==> config.mk <==
export PLATFORM = sky130hd
export DESIGN_NAME = cpac_top
export DESIGN_NICKNAME = d
export VERILOG_FILES = /design/src/core/cpac_pkg.sv /design/src/core/cpac_period_div.sv /design/src/core/cpac_dsm.sv /design/src/core/cpac_top.sv
export SDC_FILE = /design/constraint.sdc
export NUM_CORES = 1
export LEC_CHECK = 0
export BUFFER_PORTS_ARGS = -buffer_cell sky130_fd_sc_hd__buf_2
export CAP_MARGIN = 25
export CORE_UTILIZATION = 50
export CTS_CLUSTER_DIAMETER = 50
export CTS_CLUSTER_SIZE = 20
export DETAILED_ROUTE_END_ITERATION = 8
export PLACE_DENSITY = 0.78
export SLEW_MARGIN = 20
export SYNTH_ARGS = -nofsm -noshare
export SYNTH_HDL_FRONTEND = slang
export SYNTH_SLANG_ARGS = --single-unit
==> constraint.sdc <==
create_clock -name clk -period 17.8 [get_ports clk]
set_clock_uncertainty 0.2 [all_clocks]
set_input_delay 1.78 -clock clk [delete_from_list [all_inputs] [get_ports clk]]
set_output_delay 1.78 -clock clk [all_outputs]
set_load 0.03 [all_outputs]
==> src/core/cpac_pkg.sv <==
package cpac_pkg;

	// register map
	localparam logic [7:0] CTRL_OFFSET = 8'h01;
	localparam logic [7:0] CTRL_RESET  = 8'h00;
	localparam logic [7:0] CTRL_WMASK  = 8'h3A;
	localparam logic [7:0] UNMAPPED_RD = 8'h00;

	// field positions
	localparam int SOFT_RESET_BIT = 7;
	localparam int WAVE_SEL_HI    = 5;
	localparam int WAVE_SEL_LO    = 4;
	localparam int MOD_ENABLE_BIT = 3;
	localparam int LOOPBACK_BIT   = 1;

	// waveform select codes
	localparam logic [1:0] WAVE_DELTA_SIGMA = 2'h0;
	localparam logic [1:0] WAVE_BALANCED    = 2'h1;
	localparam logic [1:0] WAVE_TRAILING    = 2'h2;
	localparam logic [1:0] WAVE_RESERVED    = 2'h3;

	// timing
	localparam int CLK_HZ      = 10000000;
	localparam int BAL_RATE_HZ = 16000;
	localparam int TRL_RATE_HZ = 32000;
	localparam int BAL_PERIOD_CYC = CLK_HZ / BAL_RATE_HZ;
	localparam int TRL_PERIOD_CYC = CLK_HZ / TRL_RATE_HZ;

	// audio widths
	localparam int AUDIO_W = 16;
	localparam int LEVEL_W = AUDIO_W + 1;
	localparam int PHASE_W = 10;

endpackage

==> src/core/cpac_period_div.sv <==
`timescale 1ns/1ps
`default_nettype none
module cpac_period_div #(
	parameter int PERIOD = 625
) (
	// clock and reset
	input  wire logic                         clk,
	input  wire logic                         rst,
	// period position
	output logic [cpac_pkg::PHASE_W-1:0] phase,
	output logic                         tick
);
	import cpac_pkg::*;

	localparam logic [PHASE_W-1:0] LAST = PHASE_W'(PERIOD - 1);

	logic [PHASE_W-1:0] phase_q;
	logic [PHASE_W-1:0] phase_d;

	always_comb begin
		if (phase_q == LAST) begin
			phase_d = '0;
		end else begin
			phase_d = phase_q + PHASE_W'(1);
		end
	end

	always_ff @(posedge clk) begin
		if (rst) begin
			phase_q <= '0;
		end else begin
			phase_q <= phase_d;
		end
	end

	assign phase = phase_q;
	assign tick  = (phase_q == '0);
endmodule
`default_nettype wire

==> src/core/cpac_dsm.sv <==
`timescale 1ns/1ps
`default_nettype none
module cpac_dsm (
	// clock and reset
	input  wire logic                         clk,
	input  wire logic                         rst,
	// offset-binary level in, bitstream out
	input  wire logic [cpac_pkg::LEVEL_W-1:0] level,
	output logic                              bitOut
);
	import cpac_pkg::*;

	logic [LEVEL_W-1:0] acc_q;
	logic [LEVEL_W-1:0] acc_d;
	logic               bit_q;
	logic               bit_d;

	// first order: carry of the accumulator is the output bit
	always_comb begin
		{bit_d, acc_d} = {1'b0, acc_q} + {1'b0, level};
	end

	always_ff @(posedge clk) begin
		if (rst) begin
			acc_q <= '0;
			bit_q <= 1'b0;
		end else begin
			acc_q <= acc_d;
			bit_q <= bit_d;
		end
	end

	assign bitOut = bit_q;
endmodule
`default_nettype wire

==> src/core/cpac_top.sv <==
// Behaviour
// writing soft reset one resets all registers
// soft reset bit clears itself
// unused bits 6, 2, 0 read zero
// bits 5:4 select waveform, 11 reserved
// code 00 gives delta-sigma bitstream
// ones density follows summed audio level
// code 01 gives balanced centred PWM
// code 10 falls at period start, rises proportionally
// enable bit sums TX and RX onto pin
// enable zero keeps waveform off the pin
// bit 1 enables loopback across the barrier
// host powers line side, off-hook before loopback
// looped data passes through both filters
// waveform only when pin function select zero
// soft reset is one-cycle pulse resetting flops
`timescale 1ns/1ps
`default_nettype none
module cpac_top (
	// clock and reset
	input  wire logic                         clk,
	input  wire logic                         rst,
	// register port
	input  wire logic [7:0]                   regAddr,
	input  wire logic [7:0]                   regWdata,
	input  wire logic                         regWrite,
	input  wire logic                         regRead,
	output logic      [7:0]                   regRdata,
	// audio paths
	input  wire logic [cpac_pkg::AUDIO_W-1:0] txAudio,
	input  wire logic [cpac_pkg::AUDIO_W-1:0] rxAudio,
	input  wire logic [cpac_pkg::AUDIO_W-1:0] txFiltered,
	input  wire logic [cpac_pkg::AUDIO_W-1:0] linkRxData,
	output logic      [cpac_pkg::AUDIO_W-1:0] rxFilterIn,
	output logic                              loopbackActive,
	// shared pin
	input  wire logic                         pinFunctionSelect,
	input  wire logic                         interruptLevel,
	output logic                              callProgressOut,
	output logic                              callProgressOutEn,
	// soft reset to the rest of the register file
	output logic                              softResetPulse
);
	import cpac_pkg::*;

	localparam logic [PHASE_W-1:0] BAL_PERIOD = PHASE_W'(BAL_PERIOD_CYC);
	localparam logic [PHASE_W-1:0] TRL_PERIOD = PHASE_W'(TRL_PERIOD_CYC);
	localparam logic [LEVEL_W-1:0] LEVEL_MID  = {1'b1, {AUDIO_W{1'b0}}};
	localparam int                 PROD_W     = LEVEL_W + PHASE_W;

	// register block state
	logic [7:0] ctrl_q;
	logic [7:0] ctrl_d;
	logic [7:0] rdata_q;
	logic [7:0] rdata_d;
	logic       srPulse_q;
	logic       srPulse_d;
	logic       blockRst;

	// control register port
	always_comb begin
		ctrl_d    = ctrl_q;
		srPulse_d = 1'b0;
		rdata_d   = UNMAPPED_RD;
		if (regWrite && regAddr == CTRL_OFFSET) begin
			if (regWdata[SOFT_RESET_BIT]) begin
				ctrl_d    = CTRL_RESET;
				srPulse_d = 1'b1;
			end else begin
				ctrl_d = regWdata & CTRL_WMASK;
			end
		end
		if (regRead && regAddr == CTRL_OFFSET) begin
			rdata_d = ctrl_q & CTRL_WMASK;
		end
	end

	always_ff @(posedge clk) begin
		if (rst) begin
			srPulse_q <= 1'b0;
		end else begin
			srPulse_q <= srPulse_d;
		end
	end

	// the pulse clears every flop of the block except its own for one cycle
	assign blockRst = rst | srPulse_q;

	always_ff @(posedge clk) begin
		if (blockRst) begin
			ctrl_q  <= CTRL_RESET;
			rdata_q <= UNMAPPED_RD;
		end else begin
			ctrl_q  <= ctrl_d;
			rdata_q <= rdata_d;
		end
	end

	logic [1:0] waveSel;
	logic       modEnable;
	logic       loopEnable;

	assign waveSel    = ctrl_q[WAVE_SEL_HI:WAVE_SEL_LO];
	assign modEnable  = ctrl_q[MOD_ENABLE_BIT];
	assign loopEnable = ctrl_q[LOOPBACK_BIT];

	// summed audio as offset binary
	logic signed [LEVEL_W-1:0] sumSigned;
	logic        [LEVEL_W-1:0] levelNow;

	always_comb begin
		sumSigned = LEVEL_W'($signed(txAudio)) + LEVEL_W'($signed(rxAudio));
		levelNow  = LEVEL_W'(sumSigned) ^ LEVEL_MID;
	end

	// period dividers
	logic [PHASE_W-1:0] balPhase;
	logic               balTick;
	logic [PHASE_W-1:0] trlPhase;
	logic               trlTick;

	cpac_period_div #(
		.PERIOD(BAL_PERIOD_CYC)
	) u_bal_div (
		.clk   (clk),
		.rst   (blockRst),
		.phase (balPhase),
		.tick  (balTick)
	);

	cpac_period_div #(
		.PERIOD(TRL_PERIOD_CYC)
	) u_trl_div (
		.clk   (clk),
		.rst   (blockRst),
		.phase (trlPhase),
		.tick  (trlTick)
	);

	logic dsmBit;

	cpac_dsm u_dsm (
		.clk    (clk),
		.rst    (blockRst),
		.level  (levelNow),
		.bitOut (dsmBit)
	);

	// sample latches, one per pwm period
	logic [LEVEL_W-1:0] balLevel_q;
	logic [LEVEL_W-1:0] balLevel_d;
	logic [LEVEL_W-1:0] trlLevel_q;
	logic [LEVEL_W-1:0] trlLevel_d;

	always_comb begin
		balLevel_d = balTick ? levelNow : balLevel_q;
		trlLevel_d = trlTick ? levelNow : trlLevel_q;
	end

	always_ff @(posedge clk) begin
		if (blockRst) begin
			balLevel_q <= LEVEL_MID;
			trlLevel_q <= LEVEL_MID;
		end else begin
			balLevel_q <= balLevel_d;
			trlLevel_q <= trlLevel_d;
		end
	end

	// pulse edges from the latched level
	logic [PROD_W-1:0]  balProd;
	logic [PROD_W-1:0]  trlProd;
	logic [PHASE_W-1:0] balHalf;
	logic [PHASE_W-1:0] trlRise;
	logic               balBit;
	logic               trlBit;
	logic               waveBit;

	always_comb begin
		balProd = PROD_W'(balLevel_q) * PROD_W'(BAL_PERIOD);
		trlProd = PROD_W'(trlLevel_q) * PROD_W'(TRL_PERIOD);
		balHalf = {1'b0, balProd[PROD_W-1:LEVEL_W+1]};
		trlRise = trlProd[PROD_W-1:LEVEL_W];
		// high part centred on the tick, low part centred half a period later
		balBit  = (balPhase < balHalf) || (balPhase >= BAL_PERIOD - balHalf);
		// low from period start until the proportional rise point
		trlBit  = (trlPhase != '0) && (trlPhase >= trlRise);
		unique case (waveSel)
			WAVE_DELTA_SIGMA: waveBit = dsmBit;
			WAVE_BALANCED:    waveBit = balBit;
			WAVE_TRAILING:    waveBit = trlBit;
			WAVE_RESERVED:    waveBit = 1'b0;
		endcase
	end

	// shared pin and loopback path
	logic                pin_q;
	logic                pin_d;
	logic                pinEn_q;
	logic                pinEn_d;
	logic                loop_q;
	logic                loop_d;
	logic [AUDIO_W-1:0]  rxIn_q;
	logic [AUDIO_W-1:0]  rxIn_d;

	always_comb begin
		if (pinFunctionSelect) begin
			pin_d   = interruptLevel;
			pinEn_d = 1'b1;
		end else begin
			pin_d   = modEnable & waveBit;
			pinEn_d = modEnable;
		end
		loop_d = loopEnable;
		// loopback takes the filtered tx word into the rx filter input
		rxIn_d = loopEnable ? txFiltered : linkRxData;
	end

	always_ff @(posedge clk) begin
		if (blockRst) begin
			pin_q   <= 1'b0;
			pinEn_q <= 1'b0;
			loop_q  <= 1'b0;
			rxIn_q  <= '0;
		end else begin
			pin_q   <= pin_d;
			pinEn_q <= pinEn_d;
			loop_q  <= loop_d;
			rxIn_q  <= rxIn_d;
		end
	end

	assign regRdata          = rdata_q;
	assign callProgressOut   = pin_q;
	assign callProgressOutEn = pinEn_q;
	assign loopbackActive    = loop_q;
	assign rxFilterIn        = rxIn_q;
	assign softResetPulse    = srPulse_q;
endmodule
`default_nettype wire

==> results of run 1 <==
logic make-up (layout without fill, tap and decap cells):
kind of cell	Yosys count	after routing
simple gates	261	261
fa+ha+maj	240	240
buf+inv	217	320
compound gates	181	181
flops	100	100
xor+xnor	65	65
mux	17	17
other cells	1	4
registers in the layout (all words and copies together), names as in the netlist, 4 cells and up:
register	cells
u_bal_div.phase	10
rxFilterIn	16
u_trl_div.phase	10
trlLevel_q	17
regRdata	4
u_dsm.acc_q	17
balLevel_q	17
ctrl_q	4
cells in the final DEF, fill, tap and decap left out, types with 3 or more instances in the layout:
| cell | count |
|---|---|
| o21a_1 | 13 |
| a21o_1 | 15 |
| o21bai_1 | 9 |
| nor4_1 | 8 |
| nand2b_1 | 6 |
| buf_2 | 106 |
| a221oi_1 | 3 |
| a21oi_1 | 68 |
| clkbuf_16 | 9 |
| o21ai_0 | 29 |
| nor3b_1 | 6 |
| inv_6 | 3 |
| nor2_1 | 91 |
| nand2_1 | 86 |
| or3_1 | 4 |
| xor2_1 | 31 |
| conb_1 | 4 |
| inv_1 | 196 |
| ha_1 | 171 |
| nor3_1 | 7 |
| a211o_1 | 3 |
| nand4_1 | 4 |
| xnor2_1 | 34 |
| dfxtp_1 | 100 |
| fa_1 | 67 |
| a211oi_1 | 8 |
| mux2i_1 | 17 |
| and2_1 | 4 |
| nand3_1 | 18 |
| and3_1 | 11 |
| nor2b_1 | 6 |
per-layer routing:
layer | part of all wire | vias to the layer above
met5 | 0 | -
met1 | 0.47 | 3398
met3 | 0.045 | 22
li1 | - | 3776
met2 | 0.46 | 148
met4 | 0.021 | 0
power breakdown:
group | leakage [nW] | switching (mW) | total (mW) | internal, mW
Clock | 0.143 | 0.0911 | 0.195 | 0.104
Combinational | 4.52 | 0.448 | 0.802 | 0.354
Sequential | 0.824 | 0.0253 | 0.280 | 0.254
through the flow:
| step | power (mW) | cell area [µm²] |
|---|---|---|
| after floorplan | 0.929 | 9520 |
| after global placement | 1.06 | 10300 |
| after detailed placement | 1.09 | 10300 |
| after CTS | 1.29 | 10600 |
| after global routing | 1.43 | 10600 |
| final | 1.28 | 10600 |
worst max-delay path, delay by kind of cell (launching register included):
family	cells	cell delay, ns
DFF	1	0.43
buffers and inverters	4	0.31
adders and majority gates	8	2.88
AOI/OAI and AO/OA	8	1.77
xor gates and xnor gates	2	0.25
and+or+nand+nor	6	1.09
final timing paths:
kind / cells after the start / startpoint / endpoint / slack, ns
setup / recovery: 28 / balLevel_q[8]$_SDFFE_PP0N_ / callProgressOut$_SDFF_PP0_ / 10.74
hold / removal: 1 / u_trl_div.phase[0]$_SDFF_PP0_ / u_trl_div.phase[0]$_SDFF_PP0_ / 0.27
setup reg to reg: 28 / balLevel_q[8]$_SDFFE_PP0N_ / callProgressOut$_SDFF_PP0_ / 10.74
hold reg to reg: 1 / u_trl_div.phase[0]$_SDFF_PP0_ / u_trl_div.phase[0]$_SDFF_PP0_ / 0.27
final cells by class:
cell class,count,area (µm²)
clock buffer,11,253
inverter,196,736
timing repair buffer,108,546
clock inverter,5,38.8
fill,1621,8090
sequential,100,2000
tap,234,293
multi-input combinational,768,6690
==> run metrics, run 1 <==
outcome=finished, final reports clean; CP max stage cell=fa_1; share of cells above drive strength 1=0.120; clock slew seen by the registers of the worst setup and hold paths=0.07 ns; adder-cell share of the synthesized area=0.368; grt total ovfl=0; Die Area=19600 µm²; Worst Path Class, Setup=reg -> reg; max cap viols=0; Antenna Cells=0; layer with the highest usage=met2; Min Hold Slack=0.266 ns; routed len/inst=12.8 µm; largest net degree at the start of global routing=72; Ys Warns=0; final wirelength=18.3 mm; initial antenna violation count=0; post-synthesis mux area share=0.0179; Synth area leaders=ha_1 (23%), dfxtp_1 (21%), fa_1 (14%); num rows=50; xor and xnor fraction of the mapped netlist area=0.0599; leakage power=5.49 nW; final design utilization=0.566; Worst Hold Class=reg -> reg; Max Freq=142 MHz; vias per inst=5.16; RSZ-0062 raised after global routing=false; post-synthesis cell type count=65; Tcrit/Tclk final=0.397; H-tree levels=3; Post-Layout Cell Count=1422; Worst-Margin Slew=0.936 ns; first-pass GRT wire length=30.9 mm; Post-synth EDFFs=0; Post-route DRC=0; Post-CTS Resized=0; Synth-to-Final Area Change=11.0%; HPWL after DPL=15.0 mm; RePlAce Congestion=0.816; WP data required=17.82 ns; setup_tns=0 ns; vias in the first global route=7003; die height=140 µm; Post-Syn Area per Cell=8.79 µm²; met2 Use GR=0.326; Post-Place Cells=1406; DIE WIDTH=140 µm; ys async rst share=0; antenna violation net count after detailed routing=0; largest family of logic cells by synthesized area=adder cells; total track usage=0.194; final max-slew violation count=0; Yosys top cell by area=ha_1; clock sinks=100; slowest stage delay, CP=0.56 ns; Seq cells post-synth=100; Starting Density=0.510; Relative slew margins=0.375; minimum clock period=7.06 ns; DRT iter0 DRCs=239; endpoints failing hold=0; post-synthesis cell area=9510 µm²; top-count cell post-synth=inv_1; hold buffer count at CTS=0; Worst-Skew Late Latency=0.36 ns; Synth Flop Type=dfxtp_1; setup bufs post-CTS=0; Max Buffers Root-to-Sink=2; via count=7344; Synth top cells by count=inv_1 (196), ha_1 (171), dfxtp_1 (100); GR Util met1=0.249; worst-path fanout max=4; M3 GR Usage=0.0321; CTS Buf Count=9; sequential share of the synthesized area=0.211; compound-gate portion of the synthesized area=0.131; power per standard cell area=121 nW/µm²; Core Area=18600 µm²; final worst setup slack=10.74 ns; IO buf count=106; Final nets=1507; Worst setup EP type=flip-flop; Synth top area share=0.225; Place WS=10.79 ns; CP dominant cell by count=ha_1; Simple-Gate Fraction of Synth Area=0.125; IO Count=114; 1st-pass router iterations=4; Post-Synthesis Cells=1082; CTS tree=done; clk root buf=clkbuf_16; maximum vdd ir drop=0.0785 mV; CP startpoint kind=flip-flop; crit path DAT=7.09 ns; Setup Viol. Count Final=0
Power figures use the tool's default switching activity.
==> inputs of run 2 (changes only) <==
- clock period: 17.8 -> 7.05 ns (I/O delays scaled with it)
==> run 2 against run 1 <==
Sequential share of layout area about the same. First-iteration DRC count is 17% higher. Cell count unchanged. Worst setup slack got worse by 10 ns. Die area unchanged. Largest power group unchanged. Combinational power grew to 2.6 times the previous value. Critical path depth unchanged.
==> run metrics, run 2 (synthesized netlist as in run 1, its figures left out) <==
sw frac=0.443; worst-path fanout max=4; IO Count=114; CTS tree=done; Register Area=2010 µm²; share of cells above drive strength 1=0.127; final wirelength=18.7 mm; Synth-to-Final Area Change=11.5%; Place WS=0.220 ns; Worst-Margin Slew=0.927 ns; final max-slew violation count=0; sum of buffers and inverters on the critical path=4; initial antenna violation count=0; DRT iter0 DRCs=279; grt total ovfl=0; fill count=1658; routed len/inst=13.1 µm; DIE WIDTH=140 µm; H-tree levels=3; largest net degree at the start of global routing=72; CP startpoint kind=flip-flop; Worst setup EP type=flip-flop; clock slew seen by the registers of the worst setup and hold paths=0.07 ns; slowest stage delay, CP=0.54 ns; Seq pwr share=0.213; RePlAce Congestion=0.824; Worst-Skew Late Latency=0.36 ns; Max Freq=150 MHz; num rows=50; Worst Path Class, Setup=reg -> reg; Power Total=3.31 mW; power per standard cell area=312 nW/µm²; hold buffer count at CTS=0; Finished Cell Area=10600 µm²; WP data required=7.08 ns; maximum vdd ir drop=0.167 mV; Worst Hold Class=reg -> reg; IO buf count=106; endpoints failing hold=0; vias per inst=5.20; first-pass GRT wire length=32.1 mm; setup_tns=0 ns; clk root buf=clkbuf_16; final worst setup slack=0.388 ns; max cap viols=0; delay-heaviest family, CP=adder cells; die height=140 µm; Max Buffers Root-to-Sink=2; clock sinks=100; antenna violation net count after detailed routing=0; CTS Buf Count=9; CP dominant cell by count=ha_1; Post-Layout Cell Count=1422; Min Hold Slack=0.259 ns; Starting Density=0.510; total track usage=0.200; minimum clock period=6.66 ns; Int Pwr=1.84 mW; Antenna Cells=0; Tcrit/Tclk final=0.945; 1st-pass router iterations=4; leakage power=5.50 nW; Clk pwr share=0.155; net switching power=1.47 mW; vias in the first global route=7282; Post-Place Cells=1407; CP max stage cell=fa_1; via count=7394; Comb pwr share=0.632; Relative slew margins=0.381; commonest cells after routing, fill and taps aside=inv_1 (194), ha_1 (171), buf_2 (106), dfxtp_1 (97), nor2_1 (91); Final nets=1508; Core Area=18600 µm²; setup bufs post-CTS=0; Setup Viol. Count Final=0; Die Area=19600 µm²; crit path DAT=6.70 ns; Regs by FF count=balLevel_q (17), trlLevel_q (17), u_dsm.acc_q (17); Multi-input gate area=6710 µm²; final design utilization=0.569; Post-route DRC=0; Area after DPL=10300 µm²; commonest non-fill, non-tap cell in the layout=inv_1; HPWL after DPL=15.4 mm; outcome=finished, final reports clean; register-to-register setup slack=0.39 ns
-- run 2: cell count changes in the layout (fill, tap and decap cells not counted), sizes merged --
cell,previous run,this run
buf,108,109
inv,199,198
clkinvlp,1,0
bufinv,0,1
-- run 2: final timing paths --
kind / endpoint / depth (start not counted) / startpoint
min: u_trl_div.phase[0]$_SDFF_PP0_ / 1 / u_trl_div.phase[0]$_SDFF_PP0_
max: callProgressOut$_SDFF_PP0_ / 28 / balLevel_q[5]$_SDFFE_PP0N_
min reg2reg: u_trl_div.phase[0]$_SDFF_PP0_ / 1 / u_trl_div.phase[0]$_SDFF_PP0_
max reg2reg: callProgressOut$_SDFF_PP0_ / 28 / balLevel_q[5]$_SDFFE_PP0N_
-- run 2: repair_timing --
action / in CTS / in global routing
hold endpoints to repair: 0 / 0
gates resized for setup: 0 / 11
setup endpoints to repair: 0 / 1
-- run 2: cell type report --
cell class	count	area share
tap	234	0.0276
multi-input combinational	768	0.633
clock inverter	4	0.00531
inverter	196	0.0694
sequential	100	0.189
timing repair buffer	109	0.0522
clock buffer	11	0.0229
-- run 2: power by group through the flow --
stage / clock [mW] / combinational [mW] / sequential (mW)
floorplan: 0 / 1.63 / 0.713
global placement: 0 / 1.97 / 0.717
detailed placement: 0 / 2.05 / 0.720
CTS: 0.521 / 2.08 / 0.707
global route: 0.544 / 2.42 / 0.718
finish: 0.513 / 2.09 / 0.707
-- run 2: layer usage --
metal / track usage / vias to the layer above / routed length [µm]
li1: - / 3770 / -
met1: 0.260 / 3449 / 8760
met2: 0.341 / 152 / 8850
met3: 0.0270 / 23 / 743
met4: 0.0671 / 0 / 326
met5: 0 / - / 0
